### config.mk
export PLATFORM = sky130hd
export DESIGN_NAME = pbfs_top
export DESIGN_NICKNAME = d
export VERILOG_FILES = /design/src/pbfs_pkg.sv /design/src/pbfs_role_decode.sv /design/src/pbfs_ioc_detect.sv /design/src/pbfs_top.sv
export SDC_FILE = /design/constraint.sdc
export NUM_CORES = 1
export LEC_CHECK = 0
export BUFFER_PORTS_ARGS = -buffer_cell sky130_fd_sc_hd__buf_2
export CORE_UTILIZATION = 35
export DETAILED_ROUTE_END_ITERATION = 10
export GPL_TIMING_DRIVEN = 0
export PLACE_DENSITY = 0.72
export SETUP_SLACK_MARGIN = 0.2
export SLEW_MARGIN = 20
export SYNTH_ARGS = -nofsm -noshare
export SYNTH_HDL_FRONTEND = slang
export SYNTH_SLANG_ARGS = --single-unit
### constraint.sdc
create_clock -name i_clk_sys -period 2.45 [get_ports i_clk_sys]
set_input_delay 0.245 -clock i_clk_sys [delete_from_list [all_inputs] [get_ports i_clk_sys]]
set_output_delay 0.245 -clock i_clk_sys [all_outputs]
set_load 0.1 [all_outputs]
### src/pbfs_pkg.sv
// Package for the port B pin function select block: field positions, reset values, role codes.
// Assumes one core clock domain; used only through pbfs_pkg::name.
package pbfs_pkg;
  // Port B pin indices (pin 3 does not exist)
  localparam int unsigned PIN_SDA = 0;
  localparam int unsigned PIN_EA = 1;
  localparam int unsigned PIN_AN5 = 2;
  localparam int unsigned PIN_SPD = 4;
  localparam int unsigned PIN_SPC = 5;
  // Pins that exist only on the larger package
  localparam logic [7:0] LARGE_ONLY_MASK = 8'hF0;
  // Pins that exist at all (bit 3 absent)
  localparam logic [7:0] PRESENT_MASK = 8'hF7;
  // Pins that offer a weak pull-up (pin 0 is open drain)
  localparam logic [7:0] PULLUP_CAP_MASK = 8'hF6;
  // Direction register reset: all inputs
  localparam logic [7:0] DIR_RESET = 8'hFF;
  // Converter channel numbers for pins 1, 2, 4, 5
  localparam logic [2:0] ADC_CH_PIN1 = 3'h4;
  localparam logic [2:0] ADC_CH_PIN2 = 3'h5;
  localparam logic [2:0] ADC_CH_PIN4 = 3'h6;
  localparam logic [2:0] ADC_CH_PIN5 = 3'h7;
  // Role field encodings
  localparam logic [2:0] ROLE_STANDALONE = 3'h0;
  localparam logic [2:0] ROLE_MO_MASTER = 3'h1;
  localparam logic [2:0] ROLE_MO_SLAVE = 3'h2;
  localparam logic [2:0] ROLE_MP_MASTER = 3'h3;
  localparam logic [2:0] ROLE_MP_SLAVE = 3'h4;
  // Drive strength codes on the driver control output
  localparam logic DRV_1A = 1'b1;
  localparam logic DRV_2A = 1'b0;
  typedef enum logic [1:0] {
    PBFS_ROLE_NONE,
    PBFS_ROLE_MASTER,
    PBFS_ROLE_SLAVE
  } pbfs_role_t;
endpackage

### src/pbfs_role_decode.sv
// Decodes the three-bit multiple-output role field into a role class.
// Assumes the field comes straight from the buffer control register bits.
`timescale 1ns/1ps
module pbfs_role_decode (
  input wire logic [2:0] i_role_field,
  output pbfs_pkg::pbfs_role_t o_role
);
  // Reserved codes fall back to standalone so no pin is stolen by accident
  always_comb begin
    if (i_role_field == pbfs_pkg::ROLE_MO_MASTER || i_role_field == pbfs_pkg::ROLE_MP_MASTER) begin
      o_role = pbfs_pkg::PBFS_ROLE_MASTER;
    end else if (i_role_field == pbfs_pkg::ROLE_MO_SLAVE || i_role_field == pbfs_pkg::ROLE_MP_SLAVE) begin
      o_role = pbfs_pkg::PBFS_ROLE_SLAVE;
    end else begin
      o_role = pbfs_pkg::PBFS_ROLE_NONE;
    end
  end
endmodule

### src/pbfs_ioc_detect.sv
// Change-of-state detector for port B pin levels.
// Assumes pin inputs already synchronous to the core clock.
`timescale 1ns/1ps
module pbfs_ioc_detect #(
  parameter int unsigned WIDTH = 8
) (
  input wire logic i_clk_sys,
  input wire logic i_nrst,
  input wire logic [WIDTH-1:0] i_level,
  input wire logic [WIDTH-1:0] i_enable,
  output logic [WIDTH-1:0] o_change
);
  logic [WIDTH-1:0] prev_q;
  logic [WIDTH-1:0] chg_q;
  logic [1:0] arm_q;
  // Previous level; a disabled pin reports nothing
  always_ff @(posedge i_clk_sys or negedge i_nrst) begin
    if (!i_nrst) begin
      prev_q <= '0;
      chg_q <= '0;
      arm_q <= 2'h0;
    end else begin
      prev_q <= i_level;
      arm_q <= {arm_q[0], 1'b1};
      // Held off two cycles so a pulled-up pin does not report a false edge after reset
      chg_q <= (i_level ^ prev_q) & i_enable & {WIDTH{arm_q[1]}};
    end
  end
  assign o_change = chg_q;
endmodule

### src/pbfs_top.sv
// Port B pin function select: per-pin output driver muxing, analog routing, sense pull and drive controls.
// Assumes control bits arrive as plain synchronous ports from the core and pins resolve outside.
// Function
// - Pin 0 is an open-drain general purpose pin without weak pull-up, directed by the direction register, with change detect.
// - In I2C mode pin 0 is the I2C data line instead of a general purpose pin.
// - Pins 1, 2, 4, 5, 6, 7 are general purpose pins with direction, selectable weak pull-up and change detect.
// - Pin 1 reaches converter channel 4 only when its direction bit and analog select are both set.
// - Pin 2 reaches converter channel 5 only when its direction bit and analog select are both set.
// - Pin 4 reaches converter channel 6 only when its direction bit and analog select are both set.
// - Pin 5 reaches converter channel 7 only when its direction bit and analog select are both set.
// - In a master or slave role pin 1 carries the shared error amplifier, output on master and input on slave.
// - Pins 4 to 7 and their alternate functions exist only on the larger package.
// - On the larger package pin 4 also serves as serial programming data.
// - On the larger package pin 5 also serves as serial programming clock.
// - Pin 5 can be the alternate switching frequency synchronization input or output.
// - The sense pull-up bit connects the positive sense pull-up while set.
// - The sense pull-down bit connects the negative sense pull-down while set.
// - The drive strength bit selects 1A when set and 2A when clear for the high-side driver.
// - The master or slave role comes from a three-bit role field in the buffer control register.
`timescale 1ns/1ps
module pbfs_top #(
  parameter bit LARGE_PKG = 1'b1
) (
  input wire logic i_clk_sys,
  input wire logic i_nrst,
  // Control bits from the core
  input wire logic [7:0] i_port_b_direction_reg,
  input wire logic [7:0] i_port_b_latch,
  input wire logic [7:0] i_weak_pullup_en,
  input wire logic [7:0] i_ioc_en,
  input wire logic [3:0] i_analog_select,
  input wire logic i_i2c_enable,
  input wire logic i_sda_drive_low,
  input wire logic i_serial_prog_active,
  input wire logic i_serial_prog_data_out,
  input wire logic i_serial_prog_data_oe,
  input wire logic [2:0] i_multi_output_role_field,
  input wire logic i_alt_sync_select,
  input wire logic i_sync_clk_out,
  input wire logic i_sense_pos_pullup_enable,
  input wire logic i_sense_neg_pulldown_enable,
  input wire logic i_high_side_drive_strength,
  // Pins
  input wire logic [7:0] i_port_b_pin,
  output logic [7:0] o_port_b_pin_out,
  output logic [7:0] o_port_b_pin_oe,
  output logic [7:0] o_port_b_pullup_on,
  // Results toward the core and analog front end
  output logic [7:0] o_port_b_in,
  output logic [7:0] o_port_b_change,
  output logic o_sda_in,
  output logic o_serial_prog_data,
  output logic o_serial_prog_clock,
  output logic o_sync_clk_in,
  output logic o_err_amp_drive,
  output logic o_err_amp_sense,
  output logic [3:0] o_adc_route_en,
  output logic [2:0] o_adc_channel,
  output logic o_adc_channel_valid,
  output logic o_sense_pos_pullup,
  output logic o_sense_neg_pulldown,
  output logic o_high_side_drive_strength
);
  pbfs_pkg::pbfs_role_t role;
  logic [7:0] present;
  logic sync_own;
  logic [7:0] gp_out;
  logic [7:0] gp_oe;
  logic [7:0] out_d;
  logic [7:0] oe_d;
  logic [7:0] pu_d;
  logic [7:0] out_q;
  logic [7:0] oe_q;
  logic [7:0] pu_q;
  logic [7:0] in_q;
  logic [3:0] route_d;
  logic [3:0] route_q;
  logic [2:0] chan_q;
  logic chan_vld_q;
  logic [2:0] sense_q;
  logic sda_q;
  logic spd_q;
  logic spc_q;
  logic sync_in_q;
  logic ea_drv_q;
  logic ea_sense_q;

  // Role field decode
  pbfs_role_decode u_role (
    .i_role_field(i_multi_output_role_field),
    .o_role(role)
  );

  // Small package masks away pins 4 to 7 and everything behind them
  assign present = LARGE_PKG ? pbfs_pkg::PRESENT_MASK : (pbfs_pkg::PRESENT_MASK & ~pbfs_pkg::LARGE_ONLY_MASK);
  // Sync function needs an active role, the select bit and the pin to exist
  assign sync_own = i_alt_sync_select && (role != pbfs_pkg::PBFS_ROLE_NONE) && present[pbfs_pkg::PIN_SPC];

  // General purpose drivers; direction bit set means input
  always_comb begin
    gp_out = i_port_b_latch;
    gp_oe = ~i_port_b_direction_reg & present;
    // Open drain: only ever drives low, a high latch releases the pin
    gp_out[pbfs_pkg::PIN_SDA] = 1'b0;
    gp_oe[pbfs_pkg::PIN_SDA] = ~i_port_b_direction_reg[pbfs_pkg::PIN_SDA] & ~i_port_b_latch[pbfs_pkg::PIN_SDA];
  end

  // Peripheral overrides, applied after the general purpose drive
  always_comb begin
    out_d = gp_out;
    oe_d = gp_oe;
    if (i_i2c_enable) begin
      out_d[pbfs_pkg::PIN_SDA] = 1'b0;
      oe_d[pbfs_pkg::PIN_SDA] = i_sda_drive_low;
    end
    if (role == pbfs_pkg::PBFS_ROLE_MASTER) begin
      // Master hands its error amplifier out; the analog driver does the work
      oe_d[pbfs_pkg::PIN_EA] = 1'b0;
    end else if (role == pbfs_pkg::PBFS_ROLE_SLAVE) begin
      oe_d[pbfs_pkg::PIN_EA] = 1'b0;
    end
    if (i_serial_prog_active && present[pbfs_pkg::PIN_SPD]) begin
      out_d[pbfs_pkg::PIN_SPD] = i_serial_prog_data_out;
      oe_d[pbfs_pkg::PIN_SPD] = i_serial_prog_data_oe;
      oe_d[pbfs_pkg::PIN_SPC] = 1'b0;
    end else if (sync_own) begin
      out_d[pbfs_pkg::PIN_SPC] = i_sync_clk_out;
      oe_d[pbfs_pkg::PIN_SPC] = (role == pbfs_pkg::PBFS_ROLE_MASTER);
    end
  end

  // Weak pull-ups only where the pin offers one and is an input
  assign pu_d = i_weak_pullup_en & pbfs_pkg::PULLUP_CAP_MASK & present & ~oe_d;

  // Analog routing, one term per analog-capable pin
  localparam int unsigned AN_PIN [4] = '{pbfs_pkg::PIN_EA, pbfs_pkg::PIN_AN5, pbfs_pkg::PIN_SPD, pbfs_pkg::PIN_SPC};
  genvar g;
  generate
    for (g = 0; g < 4; g++) begin : g_an
      assign route_d[g] = i_port_b_direction_reg[AN_PIN[g]] & i_analog_select[g] & present[AN_PIN[g]];
    end
  endgenerate

  // Pin drivers registered so the pads see no mux glitches
  always_ff @(posedge i_clk_sys or negedge i_nrst) begin
    if (!i_nrst) begin
      out_q <= 8'h00;
      oe_q <= 8'h00;
      pu_q <= 8'h00;
    end else begin
      out_q <= out_d;
      oe_q <= oe_d;
      pu_q <= pu_d;
    end
  end

  // Input capture; absent pins read zero
  always_ff @(posedge i_clk_sys or negedge i_nrst) begin
    if (!i_nrst) begin
      in_q <= 8'h00;
    end else begin
      in_q <= i_port_b_pin & present;
    end
  end

  // Analog routing and lowest-numbered active channel
  always_ff @(posedge i_clk_sys or negedge i_nrst) begin
    if (!i_nrst) begin
      route_q <= 4'h0;
      chan_q <= 3'h0;
      chan_vld_q <= 1'b0;
    end else begin
      route_q <= route_d;
      chan_vld_q <= |route_d;
      if (route_d[0]) begin
        chan_q <= pbfs_pkg::ADC_CH_PIN1;
      end else if (route_d[1]) begin
        chan_q <= pbfs_pkg::ADC_CH_PIN2;
      end else if (route_d[2]) begin
        chan_q <= pbfs_pkg::ADC_CH_PIN4;
      end else if (route_d[3]) begin
        chan_q <= pbfs_pkg::ADC_CH_PIN5;
      end else begin
        chan_q <= 3'h0;
      end
    end
  end

  // Peripheral inputs, zero whenever the function is not selected, except SDA which then reads one; slave sync input samples pin 5 even during serial programming
  always_ff @(posedge i_clk_sys or negedge i_nrst) begin
    if (!i_nrst) begin
      sda_q <= 1'b1;
      spd_q <= 1'b0;
      spc_q <= 1'b0;
      sync_in_q <= 1'b0;
    end else begin
      sda_q <= i_i2c_enable ? i_port_b_pin[pbfs_pkg::PIN_SDA] : 1'b1;
      spd_q <= i_serial_prog_active & present[pbfs_pkg::PIN_SPD] & i_port_b_pin[pbfs_pkg::PIN_SPD];
      spc_q <= i_serial_prog_active & present[pbfs_pkg::PIN_SPC] & i_port_b_pin[pbfs_pkg::PIN_SPC];
      sync_in_q <= sync_own & (role == pbfs_pkg::PBFS_ROLE_SLAVE) & i_port_b_pin[pbfs_pkg::PIN_SPC];
    end
  end

  // Error amplifier switches: master drives the pin, slave senses it
  always_ff @(posedge i_clk_sys or negedge i_nrst) begin
    if (!i_nrst) begin
      ea_drv_q <= 1'b0;
      ea_sense_q <= 1'b0;
    end else begin
      ea_drv_q <= (role == pbfs_pkg::PBFS_ROLE_MASTER);
      ea_sense_q <= (role == pbfs_pkg::PBFS_ROLE_SLAVE);
    end
  end

  // Sense pulls and drive strength; reset leaves pulls off and 2A drive
  always_ff @(posedge i_clk_sys or negedge i_nrst) begin
    if (!i_nrst) begin
      sense_q <= {1'b0, 1'b0, pbfs_pkg::DRV_2A};
    end else begin
      sense_q[2] <= i_sense_pos_pullup_enable;
      sense_q[1] <= i_sense_neg_pulldown_enable;
      sense_q[0] <= i_high_side_drive_strength ? pbfs_pkg::DRV_1A : pbfs_pkg::DRV_2A;
    end
  end

  // Change detect on every present pin, open-drain pin included
  pbfs_ioc_detect #(
    .WIDTH(8)
  ) u_ioc (
    .i_clk_sys(i_clk_sys),
    .i_nrst(i_nrst),
    .i_level(in_q),
    .i_enable(i_ioc_en & present),
    .o_change(o_port_b_change)
  );

  assign o_port_b_pin_out = out_q;
  assign o_port_b_pin_oe = oe_q;
  assign o_port_b_pullup_on = pu_q;
  assign o_port_b_in = in_q;
  assign o_sda_in = sda_q;
  assign o_serial_prog_data = spd_q;
  assign o_serial_prog_clock = spc_q;
  assign o_sync_clk_in = sync_in_q;
  assign o_err_amp_drive = ea_drv_q;
  assign o_err_amp_sense = ea_sense_q;
  assign o_adc_route_en = route_q;
  assign o_adc_channel = chan_q;
  assign o_adc_channel_valid = chan_vld_q;
  assign o_sense_pos_pullup = sense_q[2];
  assign o_sense_neg_pulldown = sense_q[1];
  assign o_high_side_drive_strength = sense_q[0];

  // Checks
  a_pin0_no_pullup: assert property (@(posedge i_clk_sys) disable iff (!i_nrst)
    !o_port_b_pullup_on[0]) else $error("pin 0 pull-up on");
  a_pin0_open_drain: assert property (@(posedge i_clk_sys) disable iff (!i_nrst)
    o_port_b_pin_oe[0] |-> !o_port_b_pin_out[0]) else $error("pin 0 driven high");
  a_gpio_dir_out: assert property (@(posedge i_clk_sys) disable iff (!i_nrst)
    (!i_port_b_direction_reg[2] && !i_i2c_enable) |=> o_port_b_pin_oe[2]) else $error("pin 2 not driven");
  a_an4_route: assert property (@(posedge i_clk_sys) disable iff (!i_nrst)
    (i_port_b_direction_reg[1] && i_analog_select[0]) |=> o_adc_route_en[0] && o_adc_channel == 3'h4)
    else $error("channel 4 not routed");
  a_an5_block: assert property (@(posedge i_clk_sys) disable iff (!i_nrst)
    !i_port_b_direction_reg[2] |=> !o_adc_route_en[1]) else $error("channel 5 routed on output");
  a_an6_route: assert property (@(posedge i_clk_sys) disable iff (!i_nrst)
    o_adc_route_en[2] |-> $past(i_port_b_direction_reg[4] & i_analog_select[2])) else $error("channel 6 bad");
  a_an7_route: assert property (@(posedge i_clk_sys) disable iff (!i_nrst)
    o_adc_route_en[3] |-> $past(i_port_b_direction_reg[5] & i_analog_select[3])) else $error("channel 7 bad");
  a_err_amp_role: assert property (@(posedge i_clk_sys) disable iff (!i_nrst)
    !(o_err_amp_drive && o_err_amp_sense)) else $error("error amp both ways");
  a_small_pkg: assert property (@(posedge i_clk_sys) disable iff (!i_nrst)
    !LARGE_PKG |-> (o_port_b_pin_oe[7:4] == 4'h0 && o_adc_route_en[3:2] == 2'h0)) else $error("absent pin used");
  a_sprog_data: assert property (@(posedge i_clk_sys) disable iff (!i_nrst)
    (i_serial_prog_active && LARGE_PKG) |=> o_port_b_pin_oe[4] == $past(i_serial_prog_data_oe))
    else $error("prog data not owning pin");
  a_sprog_clock: assert property (@(posedge i_clk_sys) disable iff (!i_nrst)
    i_serial_prog_active |=> !o_port_b_pin_oe[5]) else $error("prog clock driven");
  a_sync_in_gate: assert property (@(posedge i_clk_sys) disable iff (!i_nrst)
    !sync_own |=> !o_sync_clk_in) else $error("sync in without ownership");
  a_sense_pulls: assert property (@(posedge i_clk_sys) disable iff (!i_nrst)
    ##1 (o_sense_pos_pullup == $past(i_sense_pos_pullup_enable)) && (o_sense_neg_pulldown == $past(i_sense_neg_pulldown_enable)))
    else $error("sense pull mismatch");
  a_drive_strength: assert property (@(posedge i_clk_sys) disable iff (!i_nrst)
    $rose(i_high_side_drive_strength) |=> o_high_side_drive_strength) else $error("1A not selected");
  a_i2c_override: assert property (@(posedge i_clk_sys) disable iff (!i_nrst)
    (i_i2c_enable && !i_sda_drive_low) |=> !o_port_b_pin_oe[0]) else $error("sda held by gpio");
  c_i2c_low: cover property (@(posedge i_clk_sys) disable iff (!i_nrst) i_i2c_enable ##1 o_port_b_pin_oe[0]);
  c_adc_route: cover property (@(posedge i_clk_sys) disable iff (!i_nrst) o_adc_channel_valid && o_adc_channel == 3'h7);
  c_master: cover property (@(posedge i_clk_sys) disable iff (!i_nrst) o_err_amp_drive && o_port_b_pin_oe[5]);
  c_sprog: cover property (@(posedge i_clk_sys) disable iff (!i_nrst) i_serial_prog_active ##1 o_serial_prog_clock);
endmodule

## Word-level counts from Yosys, hierarchy flattened

Cells that the tools add are included.

| word-level totals | value |
|---|---|
| input bits | 59 |
| bits in registers | 63 |
| logic and storage cells | 62 |

| operators by class | value |
|---|---|
| equal/unequal tests | 6 |
| muxes and demuxes | 17 |
| bitwise gates (word level) | 17 |
| reduce and logical (&&, ||, !) cells | 5 |

Operators by type and width:

| cell | count |
|---|---|
| $and A8 B8 Y8 | 3 |
| $not A8 Y8 | 2 |
| $mux W3 | 4 |
| $mux W1 | 11 |
| $and A1 B1 Y1 | 9 |
| $xor A8 B8 Y8 | 1 |
| $eq A3 B2 Y1 const B | 2 |
| $mux W2 | 2 |
| $reduce_or A4 Y1 | 1 |
| $eq A3 B1 Y1 const B | 1 |
| $eq A3 B3 Y1 const B | 1 |
| $eq A2 B1 Y1 const B | 1 |
| $eq A2 B2 Y1 const B | 1 |
| $logic_or A1 B1 Y1 | 2 |
| $not A1 Y1 | 2 |
| $reduce_bool A2 Y1 | 1 |
| $logic_and A1 B1 Y1 | 1 |

## Depth between registers and ports, before layout

Gate-level depths: netlist (run 1).

| depth | value |
|---|---|
| depth after elaboration | 10 |
| depth in mapped cells | 3 |
| depth with buffers taken out | 3 |

## Hierarchy

From an unflattened synthesis (run 1), not the netlist that was laid out.

| second synthesis, totals | value |
|---|---|
| cells, all modules | 125 |
| area total of the unflattened synthesis | 1961.9 um^2 |

By module, submodules not included:

| module | instances | area an instance (um^2) | seq. area each (um^2) | cells an instance |
|---|---|---|---|---|
| pbfs_top | 1 | 1366.3 | 1102.3 | 87 |
| pbfs_ioc_detect | 1 | 574.3 | 450.4 | 35 |
| pbfs_role_decode | 1 | 21.3 | 0.0 | 3 |

## Least setup slack after synthesis (run 1)

No wires, ideal clock.

| path | value |
|---|---|
| path kind | flip-flop to flip-flop |
| from | reg in_q[0] (netlist: o_port_b_in[0]) |
| to | reg u_ioc.chg_q[0] (netlist: u_ioc.o_change[0]) |
| library setup time | 0.120 ns |
| buffers on the path | 0 |
| slack | 1.084 ns |
| data required time | 2.330 ns |
| data arrival time | 1.246 ns |
| cell stages (with the launch flop) | 3 |
| path through | dfrtp_1 xor2_1 and3_1 |

| on the way | value |
|---|---|
| cells in the longest elaborated chain, start to end | 3 |

Ends and longest elaborated chain:

| element | RTL line | RTL |
|---|---|---|
| start, declared | pbfs_top.sv:75 | `logic [7:0] in_q;` |
| start signal, assigned | pbfs_top.sv:162 | `in_q <= i_port_b_pin & present;` |
| $xor A8 B8 Y8 | pbfs_ioc_detect.sv:26 | `chg_q <= (i_level ^ prev_q) & i_enable & {WIDTH{arm_q[1]}};` |
| $and A8 B8 Y8 (2 in series) | pbfs_ioc_detect.sv:26 |  |
| end signal, assigned | pbfs_ioc_detect.sv:26 |  |
| end, declared | pbfs_ioc_detect.sv:14 | `logic [WIDTH-1:0] chg_q;` |

Every way passes these cells.

## Worst setup path in the final report (run 1)

| path | value |
|---|---|
| from | reg sda_q (netlist: o_sda_in) |
| to | out o_sda_in |

RTL lines:

| element | RTL line | RTL |
|---|---|---|
| start, declared | pbfs_top.sv:81 | `logic sda_q;` |
| start signal, assigned | pbfs_top.sv:197 | `sda_q <= i_i2c_enable ? i_port_b_pin[pbfs_pkg::PIN_SDA] : 1'b1;` |
| end, declared | pbfs_top.sv:51 | `output logic o_sda_in,` |

No word-level cell between the ends.

==> results.py, run 1 <==
metrics = {
    "place": {
        "place_congestion": 0.740,
        "dp_hpwl_mm": 2.78,
        "dp_cells": 306,
        "io_buffers": 104,
    },
    "timing": {
        "slew_violations": 0,
        "finClkSkew_ns": 0.00289,
        "setup_violations": 0,
        "min_period_ns": 1.50,
        "finalCritPeriodShare_pct": 61.3,
        "rsz0062_at_grt": "false",
        "max_slew_margin_pct": 51.7,
        "setup_tns_ns": 0,
        "worst_slew_pin_slew_ns": 0.725,
        "hold_viol_final": 0,
        "clock.fmax_mhz": 665,
    },
    "layout": {
        "seq_area_mm2": 0.00150,
        "multi_input_area_um2": 390,
        "fin_nets": 315,
        "finalNonFillerCells": 331,
        "syn_to_final_growth_pct": 48.2,
        "antenna_cells": 0,
        "drive_above_1_share_pct": 49.8,
        "fill_cells": 449,
    },
    "cts": {
        "clkTransAtPathRegs_ns": 0.06,
        "htreeDepth": 3,
        "clock_latency_ns": 0.33,
        "cts.path.max_buffers": 2,
        "cts_made_buffers": 9,
        "clock_sinks": 60,
        "cts_setup_buffers": 0,
        "cts_resized": 0,
        "cts-root-buf": "clkbuf_8",
        "cts_tree": "built",
    },
    "synthesis": {
        "synth_edf_count": 0,
        "netlist_instances": 127,
        "netlist_area_mm2": 0.00194,
        "synth_top_area_cell": "dfrtp_1",
        "syn_avg_cell_area_um2": 15.3,
        "synth_top_cells_by_area": "dfrtp_1 76%, xor2_1 3.2%, and3_1 2.6%, buf_4 2.3%, and2_1 2.3%",
        "synth.ff_latch_count": 60,
        "synth.yosys.warnings": 0,
        "synth-async-reset-ratio_pct": 100,
        "synth_top_area_share_pct": 76.2,
        "ys_seq_area_share_pct": 77.5,
        "synth_cell_types": 26,
        "synth_ff_type": "dfrtp_1",
    },
    "critical_path": {
        "arrival_ns": 1.26,
        "cp_cell_sequence": "buf_2",
        "worstPathMaxFanout": 1,
        "r2r_setup_slack_ns": 1.61,
        "crit_path_start_kind": "register",
        "cp_slowest_cell": "dfstp_2",
        "critical_path_class": "reg -> out",
        "cpLargestDelayFamily": "flip-flops",
        "r2r-start": "o_port_b_in[2]$_DFF_PN0_",
        "cp_slowest_stage_delay_ns": 0.51,
        "reg2reg_to": "u_ioc.o_change[2]$_DFF_PN0_",
        "startpoint": "o_sda_in$_DFF_PN1_",
        "rr_worst_depth": 2,
        "worst-path-buf-inv": 1,
        "required_ns": 2.20,
        "crit_end": "o_sda_in",
        "cp.depth": 1,
        "cp-end-kind": "output port",
    },
    "routing": {
        "wl_per_cell_um": 12.1,
        "finalWirelength_mm": 4.01,
        "highest_layer": "met4",
        "first_iter_violations": 32,
        "wl_met3_um": 367,
        "dr_wl_met2_mm": 1.97,
        "drc": 0,
        "antenna_left": 0,
        "viasPerCell": 4.21,
        "num_vias": 1392,
        "drt-pass1-iter-count": 2,
        "drt-met1-wl_mm": 1.61,
    },
    "grt": {
        "grt_max_degree": 61,
        "track_usage_pct": 15.1,
        "grt_pass1_vias": 1333,
        "grt_pass1_wl_mm": 6.38,
        "grt_overflow": 0,
        "antenna_found_initial": 0,
    },
    "status": {
        "outcome": "completed",
    },
    "die": {
        "die_y_um": 76.4,
        "fp.dieArea_mm2": 0.00584,
        "die_w_um": 76.4,
        "initial_core_util_pct": 37.2,
        "core_area_mm2": 0.00520,
        "io_pins": 116,
        "rows": 26,
    },
    "power_and_ir_drop": {
        "powerDensity_mw_per_mm2": 903,
        "p_leak_nw": 1.57,
        "ir_worst_vdd_mv": 0.377,
    },
    "job": {
        "maxCapViolations": 0,
    },
    "worst_hold_path": {
        "hold_class": "in -> reg",
    },
}
[sequential cells by signal (all words and copies together) (netlist names), 2 cells and up]
| signal | cells |
|---|---|
| o_port_b_in | 7 |
| o_port_b_pullup_on | 6 |
| sense_q | 3 |
| u_ioc.arm_q | 2 |
| o_adc_channel | 3 |
| o_adc_route_en | 4 |
| o_port_b_pin_out | 7 |
| u_ioc.prev_q | 7 |
| u_ioc.o_change | 7 |
| o_port_b_pin_oe | 7 |
[per-stage QoR]
stage | area, um^2 | total power [W] | utilization (%) | setup WS, ns | hold WS, ns
2_1_floorplan | 1960 | 0.00153 | - | 1.08 | -0.0506
5_1_grt | 2870 | 0.00271 | 55.2 | 0.904 | 0.000415
3_3_place_gp | 2560 | 0.00166 | 49.3 | 1.06 | 0.332
4_1_cts | 2840 | 0.00263 | 54.6 | 0.918 | 0.00102
3_5_place_dp | 2570 | 0.00166 | 49.3 | 1.12 | 0.339
6_report | 2870 | 0.00259 | 55.2 | 0.947 | 0.0244
[how the worst min path moves through the flow]
stage	cells after the start	start	slack [ns]	endpoint
3_5_place_dp	0	u_ioc.arm_q[0]$_DFF_PN0_	0.34	u_ioc.arm_q[1]$_DFF_PN0_
4_1_cts	1	i_port_b_pin[1]	0.001	o_port_b_in[1]$_DFF_PN0_
5_1_grt	1	i_port_b_pin[6]	0.0004	o_port_b_in[6]$_DFF_PN0_
2_1_floorplan	0	i_nrst	-0.05	o_adc_channel[0]$_DFF_PN0_
6_report	1	i_port_b_pin[6]	0.02	o_port_b_in[6]$_DFF_PN0_
3_3_place_gp	0	u_ioc.arm_q[0]$_DFF_PN0_	0.33	u_ioc.arm_q[1]$_DFF_PN0_
[cell usage after synthesis (2+ instances only)]
| library cell | number |
|---|---|
| conb_1 | 2 |
| nor2_1 | 6 |
| nand2_1 | 5 |
| nor2b_1 | 3 |
| inv_1 | 4 |
| buf_4 | 6 |
| o21a_1 | 3 |
| dfrtp_1 | 59 |
| and3_1 | 8 |
| or4_1 | 2 |
| nand2b_1 | 2 |
| and2_1 | 7 |
| xor2_1 | 7 |
[metal layers]
layer,global-route usage (%),vias up
li1,-,664
met1,16.6,648
met2,23.6,73
met3,7.19,7
met4,9.23,0
met5,0,-
[final cells by class]
class                           count  share of cell area (%)
Timing Repair Buffer              113                    21.3
Buffer                              6                    1.57
Inverter                            5                   0.653
Clock buffer                        9                    4.31
Tap cell                           70                    3.05
Sequential cell                    60                    52.3
Clock inverter                      7                    3.18
Multi-Input combinational cell     61                    13.6
[logic make-up after synthesis]
| group | after synthesis | synth area share [%] |
|---|---|---|
| AO/OA/AOI/OAI | 8 | 2.97 |
| other | 2 | 0.387 |
| AND/OR/NAND/NOR | 36 | 11.0 |
| buffers and inverters | 11 | 3.29 |
| flip-flops | 60 | 77.5 |
| XOR/XNOR | 8 | 3.62 |
| multiplexers | 2 | 1.16 |
[timing repair]
item                                    4_1_cts  5_1_grt
endpoints found under the hold margin        64        3
endpoints found under the setup margin        0        0
hold buffers                                  6        3
[where the power goes]
group          internal, W  switching (W)  total [W]
sequential         0.00105      0.0000191    0.00107
clock             0.000568       0.000372   0.000940
combinational     0.000104       0.000485   0.000589
[cell usage in the layout, fill, tap and decap left out, types with 2 or more instances in the layout]
cell type      Yosys  final
and2_1             7      7
nor2b_1            3      3
bufinv_16          0      2
buf_4              6      7
nand2_1            5      5
buf_2              0    103
o21a_1             3      3
nand2b_1           2      2
clkbuf_8           0      9
or4_1              2      2
and3_1             8      8
nor2_1             6      6
dfrtp_1           59     59
conb_1             2      7
inv_1              4      4
dlygate4sd3_1      0      9
clkinv_2           0      3
xor2_1             7      7
Power figures use the tool's default switching activity.
==> run 2, diff against run 1 <==
--- a/config.mk
+++ b/config.mk
@@ -5,11 +5,12 @@
 export SDC_FILE = /design/constraint.sdc
 export NUM_CORES = 1
 export LEC_CHECK = 0
+export ABC_AREA = 1
 export BUFFER_PORTS_ARGS = -buffer_cell sky130_fd_sc_hd__buf_2
 export CORE_UTILIZATION = 35
 export DETAILED_ROUTE_END_ITERATION = 10
 export GPL_TIMING_DRIVEN = 0
-export PLACE_DENSITY = 0.72
+export PLACE_DENSITY = 0.74
 export SETUP_SLACK_MARGIN = 0.2
 export SLEW_MARGIN = 20
 export SYNTH_ARGS = -nofsm -noshare
==> constraint.sdc (replaced) <==
create_clock -name i_clk_sys -period 1.3 [get_ports i_clk_sys]
set_input_delay 0.13 -clock i_clk_sys [delete_from_list [all_inputs] [get_ports i_clk_sys]]
set_output_delay 0.13 -clock i_clk_sys [all_outputs]
set_load 0.1 [all_outputs]
==> run 2 against run 1 <==
Effect of this change:
- non-clock buffer count increased by 25
- sequential power increased by 90%
- clock-buffer cell count increased by 5
- global-route usage increased by 1.2 points
- clock power increased by 47%
- sequential cell count unchanged
- highest routed layer unchanged
==> results.py, run 2 <==
metrics = {
    "status": {
        "outcome": "completed",
    },
    "critical_path": {
        "cp-end-kind": "output port",
        "reg2reg_to": "u_ioc.o_change[6]$_DFF_PN0_",
        "r2r_setup_slack_ns": 0.46,
        "worst-path-buf-inv": 1,
        "cp_slowest_cell": "dfstp_2",
        "cpLargestDelayFamily": "flip-flops",
        "cp_cell_sequence": "buf_12",
        "crit_path_start_kind": "register",
        "r2r-start": "o_port_b_in[6]$_DFF_PN0_",
        "cp_slowest_stage_delay_ns": 0.55,
        "required_ns": 1.17,
        "critical_path_class": "reg -> out",
        "worstPathMaxFanout": 1,
        "arrival_ns": 1.04,
        "rr_worst_depth": 3,
    },
    "routing": {
        "finalWirelength_mm": 4.65,
        "first_iter_violations": 40,
        "drc": 0,
        "drt-pass1-iter-count": 4,
        "wl_per_cell_um": 11.8,
        "num_vias": 1635,
        "antenna_left": 0,
        "viasPerCell": 4.14,
    },
    "grt": {
        "antenna_found_initial": 0,
        "grt_pass1_vias": 1674,
        "grt_overflow": 0,
        "grt_max_degree": 61,
        "track_usage_pct": 16.3,
        "grt_pass1_wl_mm": 7.26,
    },
    "die": {
        "initial_core_util_pct": 37.3,
        "die_w_um": 77.0,
        "core_area_mm2": 0.00527,
        "io_pins": 116,
        "die_y_um": 77.0,
        "rows": 26,
        "fp.dieArea_mm2": 0.00593,
    },
    "timing": {
        "clock.fmax_mhz": 857,
        "setup_tns_ns": 0,
        "hold_viol_final": 0,
        "max_slew_margin_pct": 53.0,
        "worst_slew_pin_slew_ns": 0.705,
        "rsz0062_at_grt": "true",
        "slew_violations": 0,
        "finalCritPeriodShare_pct": 89.8,
        "finClkSkew_ns": 0.00522,
        "min_period_ns": 1.17,
        "setup_violations": 0,
    },
    "synthesis": {
        "syn_avg_cell_area_um2": 11.8,
        "synth_top_area_cell": "dfrtp_1",
        "synth_top_area_share_pct": 75.0,
        "synth.yosys.warnings": 0,
        "netlist_area_mm2": 0.00197,
        "synth.ff_latch_count": 60,
        "synth_top_cells_by_area": "dfrtp_1 75%, nand2_1 5.9%, inv_1 5.0%, nor2_1 3.4%, nand3_1 2.3%",
        "synth_most_common_cell": "dfrtp_1",
        "netlist_instances": 167,
        "ys_seq_area_share_pct": 76.4,
        "synth-async-reset-ratio_pct": 100,
        "synth_ff_type": "dfrtp_1",
        "synthTopCellsByCount": "59 x dfrtp_1, 31 x nand2_1, 26 x inv_1",
        "synth_edf_count": 0,
        "synth_cell_types": 18,
    },
    "place": {
        "io_buffers": 103,
        "dp_hpwl_mm": 2.81,
        "post_dp_cell_area_mm2": 0.00260,
        "place_congestion": 0.704,
    },
    "layout": {
        "fin_area_mm2": 0.00336,
        "fill_cells": 426,
        "drive_above_1_share_pct": 43.1,
        "final_common_cell": "dfrtp_1",
        "syn_to_final_growth_pct": 70.8,
        "most-common-layout-cells": "52 x dfrtp_1, 51 x buf_2, 35 x buf_4, 31 x nand2_1, 29 x dlygate4sd3_1",
        "antenna_cells": 0,
        "utilization_pct": 63.8,
        "fin_nets": 379,
    },
    "power_and_ir_drop": {
        "ir_worst_vdd_mv": 0.735,
        "p_leak_nw": 1.85,
        "powerDensity_mw_per_mm2": 1390,
    },
    "cts": {
        "cts-root-buf": "clkbuf_8",
        "clock_sinks": 60,
        "clock_latency_ns": 0.32,
        "cts.path.max_buffers": 2,
        "clkTransAtPathRegs_ns": 0.06,
        "htreeDepth": 3,
        "cts_made_buffers": 9,
        "cts_tree": "built",
    },
    "worst_hold_path": {
        "hold_class": "in -> reg",
        "min_to": "o_port_b_pullup_on[1]$_DFF_PN0_",
        "hold_start": "i_weak_pullup_en[1]",
        "min_path_cells": 3,
    },
    "job": {
        "maxCapViolations": 0,
    },
}
run 2: cell types whose count changed in the layout (fill, tap and decap cells not counted), moves of 7 or more:
cell	previous run	this run
dfrtp_2	0	7
inv_1	4	26
dlygate4sd3_1	9	29
nor2_1	6	18
xor2_1	7	0
nand3_1	0	9
buf_4	7	35
buf_2	103	51
and3_1	8	0
dfrtp_1	59	52
nand2_1	5	31
and2_1	7	0
buf_6	0	21
run 2: layout make-up:
| class | count | area (um^2) | share of cell area (%) |
|---|---|---|---|
| clock buffer | 14 | 153 | 4.54 |
| tap | 70 | 87.6 | 2.61 |
| timing repair buffer | 137 | 1110 | 33.2 |
| clock inverter | 2 | 10.0 | 0.298 |
| sequential | 60 | 1510 | 45.0 |
| inverter | 27 | 101 | 3.02 |
| buffer | 7 | 50.0 | 1.49 |
| multi-input combinational | 78 | 333 | 9.90 |
run 2: how the worst max path moves through the flow:
stage	start	end	slack (ns)	cells past startpoint
after floorplan	o_adc_channel[0]$_DFF_PN0_	o_adc_channel[0]	0.29	0
after global placement	i_nrst	o_port_b_in[5]$_DFF_PN0_	-0.11	1
after detailed placement	o_sda_in$_DFF_PN1_	o_sda_in	0.27	1
final	o_sda_in$_DFF_PN1_	o_sda_in	0.13	1
after global routing	o_sda_in$_DFF_PN1_	o_sda_in	0.09	1
after CTS	o_sda_in$_DFF_PN1_	o_sda_in	0.09	1
run 2: per-layer routing:
layer  share of wire (%)  track usage (%)  wire length (um)
met1                  38             18.0              1750
met2                  51             26.2              2350
met3                 9.4             6.67               436
met4                 2.3             10.2               108
met5                   0                0                 0
run 2: what timing repair did:
item	CTS	global route
hold buffers	29	0
cloned	0	0
endpoints found under the setup margin	51	27
gates resized for setup	60	28
buffers inserted	0	5
hold endpoints to repair	85	0
run 2: cells by family (layout without fill, tap and decap cells):
group | Yosys count | in the layout | synth area share [%]
AOI/OAI and AO/OA | 7 | 7 | 1.91
buffers and inverters | 34 | 187 | 7.69
DFF | 60 | 60 | 76.4
other | 2 | 7 | 0.382
and+or+nand+nor | 64 | 64 | 13.7
run 2: per-stage QoR:
step                worst slack [ns]  power (W)  instances  hold WS, ns
global placement              -0.107    0.00312        345        0.239
floorplan                      0.287    0.00289        172       -0.166
finish                         0.133    0.00468        395       0.0230
CTS                           0.0915    0.00468        390      0.00154
global route                  0.0884    0.00489        395       0.0112
detailed placement             0.267    0.00314        345        0.239
run 2: report_power, final:
group	internal (W)	switching, W	total [W]
clock network	0.000740	0.000636	0.00138
registers	0.00198	0.0000552	0.00203
logic	0.000333	0.000942	0.00127
total	0.00305	0.00163	0.00468
==> run 3, diff against run 2 <==
--- a/config.mk
+++ b/config.mk
@@ -7,9 +7,9 @@
 export LEC_CHECK = 0
 export ABC_AREA = 1
 export BUFFER_PORTS_ARGS = -buffer_cell sky130_fd_sc_hd__buf_2
+export CORE_ASPECT_RATIO = 1.25
 export CORE_UTILIZATION = 35
 export DETAILED_ROUTE_END_ITERATION = 10
-export GPL_TIMING_DRIVEN = 0
 export PLACE_DENSITY = 0.74
 export SETUP_SLACK_MARGIN = 0.2
 export SLEW_MARGIN = 20
==> run 3 against run 2 <==
Effect of this change:
- critical endpoint unchanged
- final cell count down 3.0%
- highest routed layer unchanged
- global-route usage up 0.20 points
- clock power up 22%
- first-iteration DRC count up 120%
- wire length up 7.2%
- power up 6.8%
- sequential power about the same
- non-clock buffer count down 6
==> results.py, run 3 (synthesis results as in run 2) <==
metrics = {
    "layout": {
        "fin_area_mm2": 0.00341,
        "final_common_cell": "buf_2",
        "fin_nets": 373,
        "finalNonFillerCells": 383,
        "syn_to_final_growth_pct": 73.2,
        "antenna_cells": 0,
        "drive_above_1_share_pct": 43.9,
        "fill_cells": 422,
        "most-common-layout-cells": "53 x buf_2, 52 x dfrtp_1, 31 x nand2_1, 29 x buf_6",
    },
    "timing": {
        "setup_tns_ns": 0,
        "hold_viol_final": 0,
        "finClkSkew_ns": 0.00759,
        "rsz0062_at_grt": "true",
        "finalCritPeriodShare_pct": 90.2,
        "fin_ws_ns": 0.127,
        "slew_violations": 0,
        "setup_violations": 0,
        "min_period_ns": 1.17,
        "clock.fmax_mhz": 853,
    },
    "critical_path": {
        "cp-end-kind": "output port",
        "cp_slowest_cell": "dfstp_2",
        "worst-path-buf-inv": 1,
        "cp_cell_sequence": "buf_12",
        "crit_path_start_kind": "register",
        "critical_path_class": "reg -> out",
        "r2r_setup_slack_ns": 0.38,
        "required_ns": 1.17,
        "cpLargestDelayFamily": "flip-flops",
        "worstPathMaxFanout": 1,
        "arrival_ns": 1.04,
        "cp_slowest_stage_delay_ns": 0.54,
    },
    "place": {
        "place_congestion": 0.708,
        "io_buffers": 104,
        "dpl_worst_slack_ns": 0.373,
        "post_dp_cell_area_mm2": 0.00258,
        "dp_hpwl_mm": 2.91,
        "dp_cells": 334,
    },
    "cts": {
        "clock_latency_ns": 0.33,
        "cts_tree": "built",
        "cts_made_buffers": 9,
        "clock_sinks": 60,
        "htreeDepth": 3,
        "cts-root-buf": "clkbuf_8",
        "cts.path.max_buffers": 2,
        "clkTransAtPathRegs_ns": 0.07,
    },
    "power_and_ir_drop": {
        "netSwitchingFraction_pct": 34.0,
        "p_total_w": 0.00500,
        "ir_worst_vdd_mv": 0.772,
        "power_switching_w": 0.00170,
        "p_int_w": 0.00330,
        "p_leak_nw": 1.86,
        "powerDensity_mw_per_mm2": 1470,
        "seqPwrFrac_pct": 40.7,
        "combPwrFrac_pct": 25.8,
        "clockPowerShare_pct": 33.6,
    },
    "die": {
        "fp.dieArea_mm2": 0.00593,
        "initial_core_util_pct": 36.4,
        "io_pins": 116,
        "core_area_mm2": 0.00541,
        "rows": 30,
        "die_y_um": 85.8,
        "die_w_um": 69.1,
    },
    "status": {
        "outcome": "completed",
    },
    "grt": {
        "grt_pass1_vias": 1543,
        "track_usage_pct": 16.5,
        "antenna_found_initial": 0,
        "grt_max_degree": 61,
        "grt_pass1_wl_mm": 7.29,
        "grt_overflow": 0,
    },
    "routing": {
        "dr_wl_met2_mm": 2.70,
        "highest_layer": "met4",
        "finalWirelength_mm": 4.99,
        "wl_met3_um": 289,
        "antenna_left": 0,
        "num_vias": 1619,
        "viasPerCell": 4.23,
        "drt-met1-wl_mm": 1.86,
        "drt-pass1-iter-count": 4,
        "first_iter_violations": 89,
        "drc": 0,
        "wl_per_cell_um": 13.0,
    },
    "job": {
        "maxCapViolations": 0,
    },
    "worst_hold_path": {
        "hold_class": "in -> reg",
    },
}
run 3: changes by cell type in the layout (fill, tap and decap cells not counted):
cell / previous run / this run
buf_4: 35 / 21
buf_6: 21 / 29
buf_12: 2 / 7
buf_8: 5 / 2
clkbuf_1: 4 / 1
dlygate4sd3_1: 29 / 26
buf_2: 51 / 53
bufinv_16: 0 / 1
clkbuf_2: 1 / 0
clkbuf_8: 10 / 11
clkinvlp_4: 0 / 1
run 3: cell type report:
| type | count | area (um^2) | area share, % |
|---|---|---|---|
| clock buffer | 12 | 155 | 4.55 |
| clock inverter | 4 | 47.5 | 1.40 |
| inverter | 27 | 101 | 2.97 |
| multi-input combinational | 78 | 333 | 9.77 |
| sequential | 60 | 1510 | 44.3 |
| tap | 64 | 80.1 | 2.35 |
| timing repair buffer | 138 | 1180 | 34.6 |
run 3: metrics by stage:
stage / hold WS (ns) / utilization [%]
finish: 0.0140 / 63.1
global placement: 0.158 / 47.8
floorplan: -0.166 / -
global route: 0.000867 / 63.1
detailed placement: 0.161 / 47.8
CTS: 0.00100 / 59.1
run 3: per-layer routing:
layer  vias up  GRT usage, %
li1        779             -
met1       754          17.9
met2        73          28.9
met3        13          5.17
met4         0          8.91
met5         -             0
run 3: power by group through the flow:
stage | clock, W | sequential [W] | combinational (W)
after CTS | 0.00172 | 0.00202 | 0.00121
after floorplan | 0 | 0.00272 | 0.000173
after detailed placement | 0 | 0.00205 | 0.00109
after global placement | 0 | 0.00204 | 0.00108
after global routing | 0.00182 | 0.00204 | 0.00134
final | 0.00168 | 0.00204 | 0.00129
run 3: timing repair:
item,CTS,global route
hold endpoints to repair,83,0
resized for setup,57,41
buffers inserted,0,7
pin swaps,0,0
hold buffers,26,0
endpoints found under the setup margin,51,36
run 3: path summary, 6_finish.rpt:
| check | start | endpoint | depth (start not counted) |
|---|---|---|---|
| max | o_sda_in$_DFF_PN1_ | o_sda_in | 1 |
| min | i_weak_pullup_en[4] | o_port_b_pullup_on[4]$_DFF_PN0_ | 3 |
| max reg2reg | o_port_b_in[6]$_DFF_PN0_ | u_ioc.o_change[6]$_DFF_PN0_ | 4 |
| min reg2reg | u_ioc.arm_q[0]$_DFF_PN0_ | u_ioc.arm_q[1]$_DFF_PN0_ | 0 |
| max in group asynchronous | i_nrst | o_sda_in$_DFF_PN1_ | 3 |
| min in group asynchronous | i_nrst | o_port_b_in[6]$_DFF_PN0_ | 3 |
run 3: worst reg2reg max path: stages (launching register included):
cell	delay [ns]
dfrtp_2	0.44
buf_4	0.14
nand2_1	0.05
nand3_1	0.09
nor2_1	0.12
